===== config.mk =====
export PLATFORM = sky130hd
export DESIGN_NAME = sere_read_engine
export DESIGN_NICKNAME = d
export VERILOG_FILES = /design/src/sere_pkg.sv /design/src/sere_read_engine.sv
export SDC_FILE = /design/constraint.sdc
export NUM_CORES = 1
export LEC_CHECK = 0
export BUFFER_PORTS_ARGS = -buffer_cell sky130_fd_sc_hd__clkbuf_2
export CAP_MARGIN = 20
export CORE_ASPECT_RATIO = 2
export CORE_MARGIN = 2
export CORE_UTILIZATION = 50
export DETAILED_ROUTE_END_ITERATION = 16
export PLACE_DENSITY = 0.7
export SYNTH_ARGS = -nofsm -noshare
export SYNTH_HDL_FRONTEND = slang
export SYNTH_SLANG_ARGS = --single-unit
export TNS_END_PERCENT = 20

===== constraint.sdc =====
create_clock -name core_clk -period 3.7 [get_ports core_clk]
set_input_delay 0.185 -clock core_clk [delete_from_list [all_inputs] [get_ports core_clk]]
set_output_delay 0.185 -clock core_clk [all_outputs]
set_load 0.01 [all_outputs]

===== src/sere_pkg.sv =====
// constants and types of the serial eeprom read engine
// Functional notes
// - reads start like writes, direction bit one
// - current, random and sequential reads supported
// - pointer holds last accessed location plus one
// - pointer rolls over to zero past top
// - acknowledge read control byte, shift out byte
// - master nacks and stops; device releases data
// - repeated start after address keeps pointer value
// - read control byte acked, loaded byte returned
// - after random read pointer follows read byte
// - master ack requests next consecutive byte
// - pointer increments on master ack and stop
// - control byte: type code, selects, direction
// - no control acknowledge during write cycle
`default_nettype none
package sere_pkg;

    // ========================================================
    // sizes, counts and reset values
    localparam int          SERE_ADDR_W      = 16;
    localparam int          SERE_DATA_W      = 8;
    localparam logic [3:0]  SERE_BITS_BYTE   = 4'h8;
    localparam logic [3:0]  SERE_LAST_TX_BIT = 4'h7;
    localparam logic [15:0] SERE_PTR_RST     = 16'h0000;
    localparam logic [15:0] SERE_PTR_STEP    = 16'h0001;
    // device type nibble: value is arbitrary
    localparam logic [3:0]  SERE_DEV_TYPE    = 4'h5;
    localparam int          SERE_TYPE_POS    = 4;
    localparam int          SERE_CS_POS      = 1;
    localparam int          SERE_DIR_POS     = 0;

    // ========================================================
    // link states
    typedef enum logic [3:0] {
        SERE_IDLE,
        SERE_CTRL,
        SERE_CTRL_ACK,
        SERE_ADDR_HI,
        SERE_AH_ACK,
        SERE_ADDR_LO,
        SERE_AL_ACK,
        SERE_RD_BYTE,
        SERE_RD_ACK,
        SERE_IGNORE
    } sere_state_t;

endpackage : sere_pkg
`default_nettype wire


===== src/sere_read_engine.sv =====
// read-side two-wire slave engine with the address pointer
`timescale 1ns/1ps
`default_nettype none
module sere_read_engine
    import sere_pkg::*;
(
    input  wire logic        core_clk,
    input  wire logic        rst_b,
    input  wire logic        scl_pin,
    input  wire logic        sda_in,
    output var  logic        sda_out,
    output var  logic        sda_oe,
    input  wire logic        chip_select_bit_zero,
    input  wire logic        chip_select_bit_one,
    input  wire logic        chip_select_bit_two,
    input  wire logic        write_busy,
    output var  logic [15:0] mem_addr,
    input  wire logic [7:0]  mem_rdata
);

    // ========================================================
    // pin synchronisers
    logic       scl_meta_reg;
    logic       scl_s_reg;
    logic       scl_d_reg;
    logic       sda_meta_reg;
    logic       sda_s_reg;
    logic       sda_d_reg;
    logic [2:0] cs_meta_reg;
    logic [2:0] cs_s_reg;

    always_ff @(posedge core_clk) begin
        if (!rst_b) begin
            scl_meta_reg <= 1'b1;
            scl_s_reg    <= 1'b1;
            scl_d_reg    <= 1'b1;
            sda_meta_reg <= 1'b1;
            sda_s_reg    <= 1'b1;
            sda_d_reg    <= 1'b1;
            cs_meta_reg  <= 3'h0;
            cs_s_reg     <= 3'h0;
        end else begin
            scl_meta_reg <= scl_pin;
            scl_s_reg    <= scl_meta_reg;
            scl_d_reg    <= scl_s_reg;
            sda_meta_reg <= sda_in;
            sda_s_reg    <= sda_meta_reg;
            sda_d_reg    <= sda_s_reg;
            cs_meta_reg  <= {chip_select_bit_two, chip_select_bit_one, chip_select_bit_zero};
            cs_s_reg     <= cs_meta_reg;
        end
    end

    logic scl_rise;
    logic scl_fall;
    logic start_det;
    logic stop_det;
    assign scl_rise  = scl_s_reg & ~scl_d_reg;
    assign scl_fall  = ~scl_s_reg & scl_d_reg;
    assign start_det = scl_s_reg & scl_d_reg & sda_d_reg & ~sda_s_reg;
    assign stop_det  = scl_s_reg & scl_d_reg & ~sda_d_reg & sda_s_reg;

    function automatic logic [15:0] sere_inc(input logic [15:0] p);
        sere_inc = p + SERE_PTR_STEP;
    endfunction : sere_inc

    // ========================================================
    // protocol engine
    sere_state_t state_reg;
    sere_state_t state_next;
    logic [3:0]  bit_cnt_reg;
    logic [3:0]  bit_cnt_next;
    logic [7:0]  shift_reg;
    logic [7:0]  shift_next;
    logic [7:0]  addr_hi_reg;
    logic [7:0]  addr_hi_next;
    logic [15:0] ptr_reg;
    logic [15:0] ptr_next;
    logic        sda_oe_reg;
    logic        sda_oe_next;
    logic        rd_dir_reg;
    logic        rd_dir_next;
    logic        rd_owed_reg;
    logic        rd_owed_next;
    logic        ctrl_match;

    assign ctrl_match = (shift_reg[7:SERE_TYPE_POS] == SERE_DEV_TYPE)
                      && (shift_reg[SERE_TYPE_POS-1:SERE_CS_POS] == cs_s_reg);

    always_comb begin
        state_next   = state_reg;
        bit_cnt_next = bit_cnt_reg;
        shift_next   = shift_reg;
        addr_hi_next = addr_hi_reg;
        ptr_next     = ptr_reg;
        sda_oe_next  = sda_oe_reg;
        rd_dir_next  = rd_dir_reg;
        rd_owed_next = rd_owed_reg;
        if (start_det) begin
            // a repeated start ends a write but leaves the pointer as loaded
            state_next   = SERE_CTRL;
            bit_cnt_next = 4'h0;
            sda_oe_next  = 1'b0;
        end else if (stop_det) begin
            state_next   = SERE_IDLE;
            sda_oe_next  = 1'b0;
            rd_owed_next = 1'b0;
            if (rd_owed_reg) begin
                ptr_next = sere_inc(ptr_reg);
            end
        end else begin
            case (state_reg)
                SERE_CTRL, SERE_ADDR_HI, SERE_ADDR_LO: begin
                    if (scl_rise) begin
                        shift_next   = {shift_reg[6:0], sda_s_reg};
                        bit_cnt_next = bit_cnt_reg + 4'h1;
                    end else if (scl_fall && bit_cnt_reg == SERE_BITS_BYTE) begin
                        bit_cnt_next = 4'h0;
                        if (state_reg == SERE_CTRL) begin
                            if (ctrl_match && !write_busy) begin
                                sda_oe_next = 1'b1;
                                rd_dir_next = shift_reg[SERE_DIR_POS];
                                state_next  = SERE_CTRL_ACK;
                            end else begin
                                state_next = SERE_IGNORE;
                            end
                        end else if (state_reg == SERE_ADDR_HI) begin
                            addr_hi_next = shift_reg;
                            sda_oe_next  = 1'b1;
                            state_next   = SERE_AH_ACK;
                        end else begin
                            ptr_next    = {addr_hi_reg, shift_reg};
                            sda_oe_next = 1'b1;
                            state_next  = SERE_AL_ACK;
                        end
                    end
                end
                SERE_CTRL_ACK: begin
                    if (scl_fall) begin
                        if (rd_dir_reg) begin
                            // byte at the pointer goes out msb first
                            shift_next   = mem_rdata;
                            sda_oe_next  = ~mem_rdata[7];
                            bit_cnt_next = 4'h0;
                            rd_owed_next = 1'b1;
                            state_next   = SERE_RD_BYTE;
                        end else begin
                            sda_oe_next = 1'b0;
                            state_next  = SERE_ADDR_HI;
                        end
                    end
                end
                SERE_AH_ACK: begin
                    if (scl_fall) begin
                        sda_oe_next = 1'b0;
                        state_next  = SERE_ADDR_LO;
                    end
                end
                SERE_AL_ACK: begin
                    // data bytes of a write belong to the write engine
                    if (scl_fall) begin
                        sda_oe_next = 1'b0;
                        state_next  = SERE_IGNORE;
                    end
                end
                SERE_RD_BYTE: begin
                    if (scl_fall) begin
                        if (bit_cnt_reg == SERE_LAST_TX_BIT) begin
                            sda_oe_next  = 1'b0;
                            bit_cnt_next = 4'h0;
                            state_next   = SERE_RD_ACK;
                        end else begin
                            shift_next   = {shift_reg[6:0], 1'b0};
                            sda_oe_next  = ~shift_reg[6];
                            bit_cnt_next = bit_cnt_reg + 4'h1;
                        end
                    end
                end
                SERE_RD_ACK: begin
                    if (scl_rise) begin
                        if (!sda_s_reg) begin
                            // master ack: step on and reuse the ack path to send again
                            ptr_next     = sere_inc(ptr_reg);
                            rd_owed_next = 1'b0;
                            rd_dir_next  = 1'b1;
                            state_next   = SERE_CTRL_ACK;
                        end else begin
                            state_next = SERE_IGNORE;
                        end
                    end
                end
                SERE_IDLE, SERE_IGNORE: begin
                    state_next = state_reg;
                end
                default: begin
                    state_next  = SERE_IDLE;
                    sda_oe_next = 1'b0;
                end
            endcase
        end
    end

    always_ff @(posedge core_clk) begin
        if (!rst_b) begin
            state_reg   <= SERE_IDLE;
            bit_cnt_reg <= 4'h0;
            shift_reg   <= 8'h00;
            addr_hi_reg <= 8'h00;
            ptr_reg     <= SERE_PTR_RST;
            sda_oe_reg  <= 1'b0;
            rd_dir_reg  <= 1'b0;
            rd_owed_reg <= 1'b0;
        end else begin
            state_reg   <= state_next;
            bit_cnt_reg <= bit_cnt_next;
            shift_reg   <= shift_next;
            addr_hi_reg <= addr_hi_next;
            ptr_reg     <= ptr_next;
            sda_oe_reg  <= sda_oe_next;
            rd_dir_reg  <= rd_dir_next;
            rd_owed_reg <= rd_owed_next;
        end
    end

    // open drain: the line is only ever pulled low
    assign sda_out  = 1'b0;
    assign sda_oe   = sda_oe_reg;
    assign mem_addr = ptr_reg;
endmodule : sere_read_engine
`default_nettype wire


After elaboration in Yosys (flattened, before gate mapping)
Cells that the tools add are included.
Cells by class
  $add $sub $neg: 2
  muxes and demuxes: 61
  equal/unequal tests: 48
  bitwise logic cells: 20
  reductions and logical operators: 24
Operator list (number)
  $mux W16: 8
  $mux W4: 17
  $mux W8: 5
  $reduce_and A9 Y1: 4
  $ne A3 B3 Y1 const B: 11
  $ne A4 B4 Y1 const B: 8
  $pmux W16 S2: 1
  $ne A2 B2 Y1 const B: 14
  $pmux W4 S7: 1
  $eq A4 B3 Y1 const B: 6
  $pmux W8 S3: 1
  $mux W1: 22
  $add A16 B1 Y16 const B: 1
  $reduce_and A7 Y1: 2
  $not A1 Y1: 13
  $eq A4 B4 Y1 const B: 3
  $pmux W4 S3: 1
  $reduce_and A6 Y1: 2
  $reduce_bool A3 Y1: 3
  $reduce_or A3 Y1: 3
  $eq A4 B2 Y1 const B: 2
  $reduce_and A8 Y1: 1
  $and A1 B1 Y1: 7
  $reduce_or A2 Y1: 3
  other kinds (12): 16
Storage, ports and cells
  logic and storage cells: 172
  register bits after elaboration: 55
  output and inout port bits: 18
  input port bits: 16

Depth between registers and ports, before layout
  depth in word-level cells: 10
  mapped depth: 9
  gate-level depth less buffers: 7

Least setup slack after synthesis
OpenSTA, ideal clock, no wires.
  path type: reg2reg
  start: reg bit_cnt_reg[0]
  end: reg sda_oe_reg (netlist: sda_oe)
  data required time: 3.585 ns
  library setup time: 0.115 ns
  setup slack: 1.703 ns
  stages on the path, launching flop included: 8
  buffers on the path: 0
  arrival time: 1.881 ns
  path through: dfxtp_1 > inv_1 > ha_1 > and3b_1 > a2111oi_0 > or3_1 > or4_1 > and3_1
On the way
  longest elaborated chain between the ends: 4
Ends and longest elaborated chain
  start, declared: RTL line sere_read_engine.sv:71  | logic [3:0] bit_cnt_reg;
  start signal, assigned: RTL line sere_read_engine.sv:215  | bit_cnt_reg <= bit_cnt_next;
  $eq A4 B3 Y1 or $eq A4 B4 Y1 (tied branches): RTL line sere_read_engine.sv:168, sere_read_engine.sv:117
  $mux W1 or $logic_and A1 B1 Y1 (tied branches): RTL line sere_read_engine.sv:168, sere_read_engine.sv:117
  $mux W1 or $ne A2 B2 Y1 (tied branches)
  $pmux W1 S5 or $reduce_and A7 Y1 (tied branches)
  end signal, assigned: RTL line sere_read_engine.sv:219  | sda_oe_reg <= sda_oe_next;
  end, declared: RTL line sere_read_engine.sv:79  | logic sda_oe_reg;
Parallel ways exist; a longest one is shown, timed or not. The select of a mux whose other input is x is not followed.
A chain may end at the register's enable or synchronous reset.

Final worst setup path
  start: reg sda_s_reg
  end: reg ptr_reg[14] (netlist: mem_addr[14])
On the way
  longest elaborated chain between the ends: 4
Ends and longest elaborated chain
  start, declared: RTL line sere_read_engine.sv:27  | logic sda_s_reg;
  start signal, assigned: RTL line sere_read_engine.sv:47  | sda_s_reg <= sda_meta_reg;
  branches (longest 4 deep; another with $reduce_and A9 Y1)
  end signal, assigned: RTL line sere_read_engine.sv:218  | ptr_reg <= ptr_next;
  end, declared: RTL line sere_read_engine.sv:77  | logic [15:0] ptr_reg;
Parallel ways; which one is timed is not known.

==> results.yml <==
synth:
  synth_seq_cells: 55
  ys_warn_count: 0
  synth_area_leaders: "dfxtp_1 34%, mux2i_1 4.6%, a21oi_1 4.1%, nor2_1 4.1%, a211oi_1 2.8%"
  synth_top_cell_by_area: "dfxtp_1"
  ys.flop_type: "dfxtp_1"
  async_reset_ff_frac: 0
  synthesis.nets: 395
  synth.avg_cell_area_sq_um: 8.685
  synth_enable_flop_cells: 0
  synth_area_sq_mm: 0.003266
  yosysTopAreaCellShare: 0.3372
  seq_area_frac_synth: 0.3372
  netlist_instances: 376
  synth_cell_types: 68
floorplan:
  die_w_um: 61.15
  fp.coreArea_sq_mm: 0.006310
  die_area_sq_mm: 0.007233
  io_pins: 34
  rows: 41
  initial_core_util: 0.5175
  die_h_um: 118.3
global_routing:
  grt_overflow: 0
  grt_pass1_wl_um: 14190
  grt_max_degree: 31
  antenna_found_initial: 0
  grt_pass1_vias: 2754
  grt.total_usage: 0.2626
setup_path:
  crit_path_start_kind: "flip-flop"
  crit_chain: "or3b_1 > and3_1 > o31ai_4 > or2_1 > o221a_2"
  worstReg2RegStart: "sda_s_reg$_SDFF_PN1_"
  critical_path_class: "reg2reg"
  cp-startpoint: "sda_s_reg$_SDFF_PN1_"
  crit_arrival_ns: 3.15
  end_kind: "flip-flop"
  crit_family: "simple AND/OR/NAND/NOR gates"
  critical_path.max_stage_delay_ns: 0.71
  crit_cells: 5
  crit_path_top_delay_cell: "or2_1"
  crit_buf_inv: 0
  crit_fanout: 18
  reg2regPathDepth: 5
  cp_data_required_time_ns: 3.95
timing:
  worst_pin_slew_ns: 0.7983
  min_period_over_period: 0.7836
  finalSetupViolations: 0
  finalSetupTns_ns: 0
  clock.fmax_mhz: 344.9
  min_period_ns: 2.900
  hold_viol_final: 0
  finalMaxSlewViolations: 0
  slew_headroom: 0.4629
  rsz0062_at_grt: "no"
  fin_skew_ns: 0.008073
finish:
  fill_cells: 624
  nNetsFinal: 410
  largest_reg_flops: 16
  layout-drive-gt1-share: 0.1990
  layoutNonFillerInstCount: 478
  antenna_cells: 0
  syn_to_final_growth_pct: 9.234
drt:
  ant_nets: 0
  routed.top_layer: "met4"
  via_per_inst: 6.109
  wl_met1_um: 3311
  drc: 0
  num_vias: 2920
  wl_met2_um: 4667
  drtPass1Iterations: 5
  met3_length_um: 307
  post_drt_wl_per_cell_um: 18.50
  dr.first_iter.drc_count: 136
  finalWirelength_um: 8841
clocking:
  clock-sinks: 55
  clock_latency_ns: 0.31
  cts_hold_buf: 0
  cts_tree: "yes"
  cts_buffers: 5
  ctsResizeCount: 0
  cts.clk_slew.worst_paths_ns: 0.08
  clk_path_buf_depth: 2
  cts_setup_buffers: 0
  clock-root-buffer: "clkbuf_16"
  h-tree-depth: 2
pwr:
  total_power_mw: 1.296
  power_leakage_nw: 1.345
  irDropWorstVdd_mv: 0.3148
  power_density_mw_per_mm2: 363.4
run:
  drv_cap: 0
hold_path:
  worstHoldStart: "scl_pin"
  hold_class: "in2reg"
  hold_path_depth: 2
status:
  status: "finished clean"
placement:
  numPortBuffers: 32
  place.gp.congestion: 0.9410
  dp_hpwl_um: 6428
  place_inst: 470
logic make-up after synthesis:
| logic type | share of synthesized area |
|---|---|
| simple gates | 0.2548 |
| other cells | 0.001148 |
| xor+xnor | 0.01341 |
| buf+inv | 0.06820 |
| flops | 0.3372 |
| compound gates | 0.2609 |
| fa+ha+maj | 0.01150 |
| mux | 0.05287 |
layer usage:
metal  vias up  track usage
li1       1425            -
met1      1378       0.3021
met2        84       0.4295
met3        33      0.03392
met4         0       0.1698
met5         -            0
metrics by stage:
step | utilization | cell area (sq um) | hold WS, ns | setup WS [ns]
finish | 0.5653 | 3567 | 0.05806 | 0.8005
CTS | 0.5653 | 3567 | 0.05744 | 0.8383
global placement | 0.5380 | 3395 | 0.3673 | 0.9223
floorplan | - | 3266 | 0.2865 | 1.703
detailed placement | 0.5380 | 3395 | 0.3763 | 0.8454
global route | 0.5653 | 3567 | 0.05977 | 0.6398
cells in the mapped netlist, types with 4 or more instances:
cell type / instances
o221a_2: 4
nand3_1: 6
o31ai_2: 7
nor4_1: 4
clkbuf_1: 12
o311ai_0: 7
and2_1: 9
nand2_1: 24
a211oi_1: 12
buf_6: 7
nand2b_1: 9
mux2i_1: 15
o21ai_0: 8
xnor2_1: 5
nor3_1: 15
inv_1: 8
dfxtp_1: 55
nor2b_1: 4
nor2_1: 36
a31oi_1: 10
buf_2: 4
and3_1: 5
nor4b_1: 5
a21oi_1: 27
buf_4: 6
report_power, final:
part	internal [mW]	switching, mW	leakage, nW	total (mW)
clock network	0.324	0.242	0.0844	0.566
registers	0.603	0.0152	0.446	0.619
logic	0.0407	0.0708	0.814	0.111
final timing paths:
| check | end | slack, ns |
|---|---|---|
| hold reg to reg | scl_s_reg$_SDFF_PN1_ | 0.42 |
| hold / removal | scl_meta_reg$_SDFF_PN1_ | 0.06 |
| setup reg to reg | mem_addr[14]$_SDFFE_PN0P_ | 0.80 |
| setup / recovery | mem_addr[14]$_SDFFE_PN0P_ | 0.80 |
placed cells by master, fill, tap and decap left out, types with 5 or more instances in the layout:
| cell type | instances |
|---|---|
| nand2b_1 | 9 |
| o31ai_2 | 7 |
| a21oi_1 | 27 |
| inv_1 | 8 |
| xnor2_1 | 5 |
| nor2_1 | 35 |
| mux2i_1 | 15 |
| o311ai_0 | 7 |
| and2_1 | 9 |
| a31oi_1 | 10 |
| a211oi_1 | 12 |
| nand3_1 | 6 |
| clkbuf_2 | 32 |
| buf_4 | 6 |
| nor3_1 | 15 |
| and3_1 | 5 |
| clkbuf_16 | 5 |
| dfxtp_1 | 55 |
| nand2_1 | 24 |
| o21ai_0 | 8 |
layout make-up:
class	instances	area [sq um]	area share
inverters	8	30.03	0.008418
repair buffers	38	205.2	0.05752
flip-flops and latches	55	1101	0.3087
clock inverters	3	47.55	0.01333
clock buffers	5	125.1	0.03508
well taps	86	107.6	0.03016
multi-input cells	283	1951	0.5468
Power figures use the tool's default switching activity.
